File: src/logic/driver_status_map.svh
`ifndef DRIVER_STATUS_MAP_SVH
`define DRIVER_STATUS_MAP_SVH

// register indexes; byte address is four times the index
`define IDX_DRIVER_STATUS   8'h6F
`define IDX_CHOPPER_CONFIG  8'h6C
`define IDX_EVENT_STATUS    8'h78
`define IDX_EVENT_MASK      8'h79

// driver_status_word fields
`define BIT_HALTED          31
`define BIT_OPEN_B          30
`define BIT_OPEN_A          29
`define BIT_GND_B           28
`define BIT_GND_A           27
`define BIT_PREWARN         26
`define BIT_THERMAL         25
`define BIT_STALL           24
`define CS_HI               20
`define CS_LO               16
`define BIT_FULLSTEP        15
`define BIT_QUIET_PWM       14
`define BIT_SUP_B           13
`define BIT_SUP_A           12
`define LOAD_HI             9
`define LOAD_LO             0

// chopper config fields
`define CFG_OFF_TIME_HI     3
`define CFG_OFF_TIME_LO     0
`define CFG_LOAD_SPEED      4
`define CHOP_OFF_TIME_RESET 4'h0
`define LOAD_MEASURE_ZERO   10'h000

// bits that raise an event when they rise
`define EVENT_BITS          32'hFF003000

// standstill after this many cycles without a step pulse
`define STANDSTILL_CYCLES   1048576
`define STANDSTILL_WIDTH    21

`endif

File: src/logic/driver_status_pkg.sv
package driver_status_pkg;

	typedef struct packed {
		logic        read;
		logic        write;
		logic [9:0]  address;
		logic [3:0]  byteenable;
		logic [31:0] writedata;
	} avalon_req_s;

	typedef struct packed {
		logic step_pulse;
		logic driver_disable_input;
		logic open_b;
		logic open_a;
		logic ground_short_b;
		logic ground_short_a;
		logic supply_short_b;
		logic supply_short_a;
		logic prewarn;
		logic overtemp;
	} bridge_pins_s;

	typedef struct packed {
		logic [9:0] load_measure_value;
		logic [4:0] current_scale;
		logic       fullstep_active;
		logic       quiet_pwm_active;
		logic       load_speed_stall;
	} chopper_state_s;

endpackage

File: src/logic/standstill_timer.sv
`timescale 1ns/1ns
`include "driver_status_map.svh"

module standstill_timer
	import driver_status_pkg::*;
#(
	parameter int                      WIDTH  = `STANDSTILL_WIDTH,
	parameter logic [WIDTH-1:0]        CYCLES = WIDTH'(`STANDSTILL_CYCLES)
) (
	input  wire logic clock_in,
	input  wire logic nrst_in,
	input  wire logic step_in,
	output logic      halted_out
);

	typedef struct packed {
		logic [WIDTH-1:0] count;
		logic             halted;
	} timer_s;

	timer_s st;
	timer_s next_st;

	always_comb begin
		next_st = st;
		if (step_in) begin
			next_st.count = '0;
			next_st.halted = 1'b0;
		end else if (!st.halted) begin
			next_st.count = st.count + WIDTH'(1);
			if (next_st.count == CYCLES) begin
				next_st.halted = 1'b1;
			end
		end
	end

	always_ff @(posedge clock_in or negedge nrst_in) begin
		if (!nrst_in) begin
			st <= '0;
		end else begin
			st <= next_st;
		end
	end

	assign halted_out = st.halted;

endmodule

File: src/logic/driver_status_flags.sv
// Summary of operation
// RQ1: motor-halted bit 31 sets after 2^20 cycles without a step pulse.
// RQ2: open load phase B in bit 30, phase A in bit 29.
// RQ3: open-load flags only report; no protective action follows them.
// RQ4: short to ground sets bit 28 or 27 and disables the driver.
// RQ5: short flags stay latched until off time is zero or disable input.
// RQ6: thermal pre-warning bit 26 follows the threshold, shared by both bridges.
// RQ7: thermal limit bit 25 disables bridges until pre-warning also clears.
// RQ8: stall bit 24 on zero load value or stall in load-speed mode.
// RQ9: bits 20..16 show the actual current scale.
// RQ10: fullstep-active flag in bit 15.
// RQ11: bit 14 set while quiet voltage-mode PWM runs.
// RQ12: short to supply phase B sets bit 13, disables driver, latches.
// RQ13: short to supply phase A in bit 12, sense drop included.
// RQ14: bits 9..0 carry the load measurement, zero is highest load.
// RQ15: reserved bits read zero; reading has no side effect on flags.
`timescale 1ns/1ns
`include "driver_status_map.svh"

module driver_status_flags
	import driver_status_pkg::*;
#(
	parameter int                     STANDSTILL_WIDTH  = `STANDSTILL_WIDTH,
	parameter logic [STANDSTILL_WIDTH-1:0] STANDSTILL_CYCLES =
		STANDSTILL_WIDTH'(`STANDSTILL_CYCLES)
) (
	input  wire logic            clock_in,
	input  wire logic            nrst_in,
	input  wire avalon_req_s     bus_in,
	output logic                 waitrequest_out,
	output logic [31:0]          readdata_out,
	input  wire bridge_pins_s    pins_in,
	input  wire chopper_state_s  chopper_in,
	output logic                 driver_enable_out,
	output logic                 irq_out
);

	typedef struct packed {
		logic         ack;
		logic [31:0]  readdata;
		bridge_pins_s sync1;
		bridge_pins_s sync2;
		bridge_pins_s sync3;
		bridge_pins_s agreed;
		logic         step_prev;
		logic         gnd_a;
		logic         gnd_b;
		logic         sup_a;
		logic         sup_b;
		logic         thermal_limit;
		logic [31:0]  status_prev;
		logic [31:0]  event_status;
		logic [31:0]  event_mask;
		logic [3:0]   off_time;
		logic         load_speed_mode;
		logic         driver_enable;
	} state_s;

	state_s st;
	state_s next_st;

	logic        halted;
	logic        step_event;
	logic        request;
	logic        accept;
	logic        stall_now;
	logic        disabled_now;
	logic [31:0] status_word;
	logic [31:0] config_word;
	logic [31:0] wmask;
	logic [31:0] rising;

	// word index from an Avalon byte address
	function automatic logic [7:0] reg_index(input logic [9:0] address);
		reg_index = address[9:2];
	endfunction

	// expand byte enables into a bit mask
	function automatic logic [31:0] lane_mask(input logic [3:0] byteenable);
		lane_mask = {{8{byteenable[3]}}, {8{byteenable[2]}},
			{8{byteenable[1]}}, {8{byteenable[0]}}};
	endfunction

	assign request = bus_in.read | bus_in.write;
	// one wait cycle, then the answer edge
	assign accept = request & st.ack;
	assign waitrequest_out = request & ~st.ack;
	assign wmask = lane_mask(bus_in.byteenable);

	assign step_event = st.agreed.step_pulse & ~st.step_prev;

	standstill_timer #(
		.WIDTH  (STANDSTILL_WIDTH),
		.CYCLES (STANDSTILL_CYCLES)
	) u_standstill (
		.clock_in   (clock_in),
		.nrst_in    (nrst_in),
		.step_in    (step_event),
		.halted_out (halted)
	); // [RQ1]

	// driver counts as disabled by zero off time or the disable pin
	assign disabled_now = (st.off_time == `CHOP_OFF_TIME_RESET) |
		st.agreed.driver_disable_input; // [RQ5]

	assign stall_now = (chopper_in.load_measure_value == `LOAD_MEASURE_ZERO) |
		(st.load_speed_mode & chopper_in.load_speed_stall); // [RQ8]

	always_comb begin
		status_word = '0; // [RQ15]
		status_word[`BIT_HALTED] = halted; // [RQ1]
		status_word[`BIT_OPEN_B] = st.agreed.open_b; // [RQ2]
		status_word[`BIT_OPEN_A] = st.agreed.open_a; // [RQ2]
		status_word[`BIT_GND_B] = st.gnd_b; // [RQ4]
		status_word[`BIT_GND_A] = st.gnd_a; // [RQ4]
		status_word[`BIT_PREWARN] = st.agreed.prewarn; // [RQ6]
		status_word[`BIT_THERMAL] = st.thermal_limit; // [RQ7]
		status_word[`BIT_STALL] = stall_now; // [RQ8]
		status_word[`CS_HI:`CS_LO] = chopper_in.current_scale; // [RQ9]
		status_word[`BIT_FULLSTEP] = chopper_in.fullstep_active; // [RQ10]
		status_word[`BIT_QUIET_PWM] = chopper_in.quiet_pwm_active; // [RQ11]
		status_word[`BIT_SUP_B] = st.sup_b; // [RQ12]
		status_word[`BIT_SUP_A] = st.sup_a; // [RQ13]
		status_word[`LOAD_HI:`LOAD_LO] = chopper_in.load_measure_value; // [RQ14]
	end

	always_comb begin
		config_word = '0;
		config_word[`CFG_OFF_TIME_HI:`CFG_OFF_TIME_LO] = st.off_time;
		config_word[`CFG_LOAD_SPEED] = st.load_speed_mode;
	end

	assign rising = status_word & ~st.status_prev & `EVENT_BITS;

	always_comb begin
		next_st = st;

		// pin synchronisers: a change counts once stages two and three agree
		next_st.sync1 = pins_in;
		next_st.sync2 = st.sync1;
		next_st.sync3 = st.sync2;
		next_st.agreed = (st.sync2 & ~(st.sync2 ^ st.sync3)) |
			(st.agreed & (st.sync2 ^ st.sync3));
		next_st.step_prev = st.agreed.step_pulse;

		// short flags: clear while disabled, a new detection wins
		if (disabled_now) begin
			next_st.gnd_a = 1'b0; // [RQ5]
			next_st.gnd_b = 1'b0; // [RQ5]
			next_st.sup_a = 1'b0; // [RQ5]
			next_st.sup_b = 1'b0; // [RQ5]
		end
		if (st.agreed.ground_short_a) begin
			next_st.gnd_a = 1'b1; // [RQ4]
		end
		if (st.agreed.ground_short_b) begin
			next_st.gnd_b = 1'b1; // [RQ4]
		end
		if (st.agreed.supply_short_a) begin
			next_st.sup_a = 1'b1; // [RQ13]
		end
		if (st.agreed.supply_short_b) begin
			next_st.sup_b = 1'b1; // [RQ12]
		end

		// thermal limit holds until both thermal inputs are gone
		if (st.agreed.overtemp) begin
			next_st.thermal_limit = 1'b1; // [RQ7]
		end else if (!st.agreed.prewarn) begin
			next_st.thermal_limit = 1'b0; // [RQ7]
		end

		// open-load bits are left out on purpose: they only report
		next_st.driver_enable = ~(disabled_now | next_st.gnd_a | next_st.gnd_b |
			next_st.sup_a | next_st.sup_b | next_st.thermal_limit |
			st.agreed.overtemp); // [RQ3] [RQ4] [RQ7] [RQ12]

		// event capture
		next_st.status_prev = status_word;

		// bus slave
		next_st.ack = request & ~st.ack;
		if (request && !st.ack) begin
			if (bus_in.read) begin
				case (reg_index(bus_in.address))
					`IDX_DRIVER_STATUS: next_st.readdata = status_word; // [RQ15]
					`IDX_CHOPPER_CONFIG: next_st.readdata = config_word;
					`IDX_EVENT_STATUS: next_st.readdata = st.event_status;
					`IDX_EVENT_MASK: next_st.readdata = st.event_mask;
					default: next_st.readdata = '0;
				endcase
			end else begin
				next_st.readdata = '0;
			end
		end

		if (accept && bus_in.write) begin
			case (reg_index(bus_in.address))
				`IDX_CHOPPER_CONFIG: begin
					if (bus_in.byteenable[0]) begin
						next_st.off_time =
							bus_in.writedata[`CFG_OFF_TIME_HI:`CFG_OFF_TIME_LO];
						next_st.load_speed_mode = bus_in.writedata[`CFG_LOAD_SPEED];
					end
				end
				`IDX_EVENT_STATUS: begin
					next_st.event_status = st.event_status &
						~(bus_in.writedata & wmask);
				end
				`IDX_EVENT_MASK: begin
					next_st.event_mask = ((st.event_mask & ~wmask) |
						(bus_in.writedata & wmask)) & `EVENT_BITS;
				end
				default: begin
				end
			endcase
		end

		// a new event wins over a clear in the same cycle
		next_st.event_status = next_st.event_status | rising;
	end

	always_ff @(posedge clock_in or negedge nrst_in) begin
		if (!nrst_in) begin
			st <= '0;
			st.off_time <= `CHOP_OFF_TIME_RESET;
		end else begin
			st <= next_st;
		end
	end

	assign readdata_out = st.readdata;
	assign driver_enable_out = st.driver_enable;
	assign irq_out = |(st.event_status & st.event_mask);

endmodule

File: config.mk
export PLATFORM = sky130hd
export DESIGN_NAME = driver_status_flags
export DESIGN_NICKNAME = d
export VERILOG_FILES = /design/src/logic/driver_status_pkg.sv /design/src/logic/standstill_timer.sv /design/src/logic/driver_status_flags.sv
export VERILOG_INCLUDE_DIRS = /design/src /design/src/logic
export SDC_FILE = /design/constraint.sdc
export NUM_CORES = 1
export LEC_CHECK = 0
export BUFFER_PORTS_ARGS = -buffer_cell sky130_fd_sc_hd__buf_2
export CAP_MARGIN = 0
export CELL_PAD_IN_SITES_DETAIL_PLACEMENT = 1
export CELL_PAD_IN_SITES_GLOBAL_PLACEMENT = 1
export CORE_ASPECT_RATIO = 0.9
export CORE_UTILIZATION = 25
export DETAILED_ROUTE_END_ITERATION = 6
export PLACE_DENSITY = 0.55
export SETUP_SLACK_MARGIN = 0.4
export SKIP_LAST_GASP = 1
export SLEW_MARGIN = 0
export SYNTH_ARGS = -nofsm -noshare
export SYNTH_HDL_FRONTEND = slang
export SYNTH_SLANG_ARGS = --single-unit
export TNS_END_PERCENT = 10
File: constraint.sdc
create_clock -name clock_in -period 1.9 [get_ports clock_in]
set_clock_uncertainty 0.05 [all_clocks]
set_input_delay 0.285 -clock clock_in [delete_from_list [all_inputs] [get_ports clock_in]]
set_output_delay 0.285 -clock clock_in [all_outputs]
set_load 0.05 [all_outputs]
After elaboration in Yosys (flattened, before gate mapping)
Cells that the tools add are included.
Cells by class
  add/sub/neg operators: 1
  eq/ne operators: 6
  muxes and demuxes: 17
  bitwise gates (word level): 31
  reductions and logical operators: 8
Operators with widths (number)
  bitwise AND 32 bit: 5
  one-hot mux 32 bit (4 select lines): 1
  2-to-1 mux 32 bit: 3
  inverter 32 bit: 3
  2-to-1 mux 69 bit: 1
  bitwise OR 32 bit: 2
  2-to-1 mux 22 bit: 2
  == test 8 x 7 -> 1 bit (second input constant): 4
  OR reduction 32 bit: 1
  adder 21 x 1 -> 21 bit (second input constant): 1
  == test 21 bit (second input constant): 1
  bitwise AND 10 bit: 2
  zero test 10 bit: 1
  2-to-1 mux 5 bit: 2
  inverter 10 bit: 1
  bitwise OR 10 bit: 1
  XOR 10 bit: 1
  bitwise OR 1 bit: 9
  2-to-1 mux 1 bit: 7
  bitwise AND 1 bit: 4
  zero test 4 bit: 1
  2-to-1 mux 4 bit: 1
  inverter 1 bit: 3
  AND reduction 3 bit: 1
  4 further kinds: 5
Word-level totals
  register bits: 176
  input bits: 78
  output and inout bits: 35
  logic and storage cells: 119

Depth between registers and ports, before layout
  word-level depth: 11
  gate-level depth with buffers: 8
  mapped depth without buffers: 7

By module
A second synthesis with hierarchy kept.
Unflattened totals
  cell total of the unflattened synthesis: 584
  area, all modules: 6904.1 µm²
By module, submodules not included
  driver_status_flags: instances 1, cells each 413, area each 5412.7 µm², sequential area each 3428.3 µm²
  standstill_timer: instances 1, cells each 171, area each 1491.4 µm², sequential area each 550.5 µm²

Worst setup path before layout
Ideal clock, no wire load.
  kind: reg2reg
  start point: register u_standstill.st[1] (netlist bit)
  end point: register u_standstill.st (netlist bit u_standstill.halted_out)
  library setup time: 0.095 ns
  arrival time: 1.766 ns
  data required time: 1.755 ns
  setup slack: -0.011 ns
  cell stages (with the launch flop): 9
  path buffers: 1
  period minus slack after synthesis: 1.911 ns
  path through: dfrtp_1 ha_1 nand4_1 buf_4 o311ai_1 a31oi_1 nor4b_2 nand4_1 o31ai_1
RTL lines
  start: declaration: RTL line standstill_timer.sv:21  | timer_s st;
  start signal: assignment: RTL line standstill_timer.sv:41  | st <= next_st;

==> key figures <==
STA
  – Min Tclk post-route: 2.00 ns
  – Post-route clock period utilization: 105%
  – PnR worst setup slack: -0.0982 ns
  – RSZ-0062 raised after global routing: yes
  – Final setup vio count: 2
  – Final Hold Fails: 0
  – Worst slew margin: 64.6%
  – Peak Freq: 500 MHz
  – Setup TNS: -0.187 ns
  – Slew @ Worst Pin: 0.530 ns
  – Slew Limit Fails: 0

Clocking
  – Total CTS buffers: 17
  – CTS Sinks: 159
  – Clock Path Buffers: 2
  – CTS tree: yes
  – Root buf cell: clkbuf_16
  – Reg clk slew, reported paths: 0.06 ns
  – H-tree Lvls: 4
  – Clock Latency Late Sink: 0.43 ns

Floorplan
  – Num rows: 56
  – Core area: 0.0261 mm²
  – Die W: 174 µm
  – Starting Density: 25.5%
  – I/O pin count: 113
  – Die Area: 0.0272 mm²
  – Die Y-Extent: 157 µm

GRT
  – Number of global-route vias before repair: 5,327
  – Tot GR Track Use: 13.9%
  – Global-route wire length before repair: 29,400 µm
  – Initial antenna violation count: 0
  – GRT Residual Overflow: 0
  – Largest net degree at the start of global routing: 50

Final layout
  – Ant diodes: 0
  – Final Non-Filler Cells: 1,083
  – Fill cells: 2,867
  – Final #Nets: 803
  – Area grow syn2layout: 35.1%
  – Share of layout cells above drive strength 1: 35.2%
  – Reg area: 0.00398 mm²
  – Multi-input combinational cell area: 0.00239 mm²

Outcome
  – Failing checks: DRC, setup timing
  – Status: complete, but fails checks

Placement
  – Post-Place Cells: 1,011
  – Final GP Congestion: 0.795
  – DPL Wire Length: 13,100 µm
  – # port buffers: 110

Worst setup path
  – Critical path arrival: 2.28 ns
  – CP Max Fanout: 4
  – Crit path capture type: flip-flop
  – Worst Path Required: 2.18 ns
  – Setup CP Type: flip-flop to flip-flop
  – Startpoint types: flip-flop
  – Reg2Reg Setup Slack: -0.1 ns

Detailed routing
  – Vias post-DR: 4,986
  – DR WL/cell: 16.8 µm
  – Initial DRC Count: 305
  – Routed WL: 18,200 µm
  – Post-route DRC: 14
  – First-pass DRT Iterations: 7
  – DRT antenna net count: 0
  – Via/cell ratio: 4.60

Synth
  – Yosys cell types: 59
  – Post-Syn Area: 0.00664 mm²
  – Register area share after synthesis: 60.0%
  – Synth warn: 0
  – Most numerous cell in the Yosys netlist: dfrtp_1
  – Post-synth ARST share: 100%
  – Largest cells by area after synthesis: dfrtp_1 (60%), buf_4 (4.1%), nand2_1 (2.9%)
  – Post-synth EDFFs: 0
  – Top cell type by total area after synthesis: dfrtp_1
  – FF+latch count, synth: 159
  – Yosys top cell area share: 60.0%
  – Post-synth top flop: dfrtp_1
  – Syn avg cell area: 12.0 µm²
  – Commonest cells in the netlist: dfrtp_1 (159), nand2_1 (51), buf_4 (36)
  – Gate Count Post-Synth: 551
  – Synthesized Nets: 631

Pwr
  – VDD IR max: 0.574 mV
  – PwrDens: 864 mW/mm²
  – Leak: 0.00413 µW
  – Total Power: 7750 µW

Flow run
  – Max-Cap Viols: 0

Min path
  – Worst Hold Class: input pin to flip-flop
## placed cells by master (no fill, tap or decap), types with 9 or more instances in the layout
| master | n |
|---|---|
| inv_1 | 12 |
| a22oi_1 | 15 |
| xnor2_1 | 10 |
| mux2_2 | 15 |
| a21boi_0 | 22 |
| dfrtp_1 | 158 |
| maj3_1 | 10 |
| a22o_1 | 16 |
| buf_4 | 58 |
| clkbuf_16 | 17 |
| nor2_1 | 27 |
| nand2_1 | 50 |
| nand4_1 | 9 |
| buf_2 | 107 |
| xor2_1 | 11 |
| a222oi_1 | 15 |
| dlygate4sd3_1 | 29 |
| o21ai_0 | 29 |
## worst paths after layout
| path | startpoint | to | cells after the start |
|---|---|---|---|
| worst min-delay path | bus_in[3] | st[41] | 2 |
| worst max-delay path | u_standstill.st[2] | u_standstill.halted_out | 8 |
| min in group asynchronous | nrst_in | readdata_out[19] | 2 |
| worst min register to register | next_st[132] | next_st[122] | 0 |
| max in group asynchronous | nrst_in | readdata_out[15] | 3 |
| worst max register to register | u_standstill.st[2] | u_standstill.halted_out | 8 |
## per-layer routing
metal  share of wire [%]  GRT usage [%]
met1                  48           18.3
met2                  47           22.6
met3                 3.5           3.16
met4                 1.5           4.64
met5                   0              0
## power by group
| group | internal [µW] | total, µW | switching (µW) |
|---|---|---|---|
| logic | 343 | 689 | 346 |
| clock network | 1960 | 3430 | 1480 |
| registers | 3510 | 3630 | 113 |
## cells by family (layout without fill, tap and decap cells)
| group | count (synthesis) | count (layout) | share of synthesized area (%) |
|---|---|---|---|
| AOI/OAI and AO/OA | 120 | 120 | 13.5 |
| xor gates and xnor gates | 21 | 21 | 2.77 |
| adders and majority gates | 12 | 12 | 1.89 |
| buffers and inverters | 71 | 255 | 6.45 |
| DFF | 159 | 159 | 60.0 |
| muxes | 18 | 18 | 3.00 |
| and+or+nand+nor | 150 | 150 | 12.4 |
## stage by stage
step	hold slack [ns]	cell area (µm²)	utilization, %	worst slack (ns)
finish	0.0282	8970	34.4	-0.0982
detailed placement	0.222	7830	30.0	-0.173
global route	0.0201	8970	34.4	-0.156
CTS	0.0171	8880	34.1	-0.0819
global placement	0.211	7830	30.0	-0.115
floorplan	-0.0606	6670	-	0.0693
## what timing repair did
action / 4_1_cts / 5_1_grt
endpoints found under the setup margin: 56 / 79
hold endpoints to repair: 74 / 0
buffers inserted: 9 / 3
pin swaps: 15 / 9
resized for setup: 25 / 14
hold buffers: 29 / 0
## area by class of cell
class | instances | share of cell area (%)
tap | 348 | 4.86
sequential | 159 | 44.4
multi-input combinational | 321 | 26.7
timing repair buffer | 211 | 17.0
clock inverter | 13 | 1.73
inverter | 13 | 0.544
clock buffer | 18 | 4.79
## worst max-delay path, stage by stage, from the launching register on
cell and delay, ns:
dfrtp_1 0.42, ha_4 0.18, nand4_1 0.10, buf_6 0.14, nor4_4 0.05, buf_4 0.13, or4_4 0.41, a31o_1 0.20
o31ai_1 0.23
(Power assumes the default switching activity.)
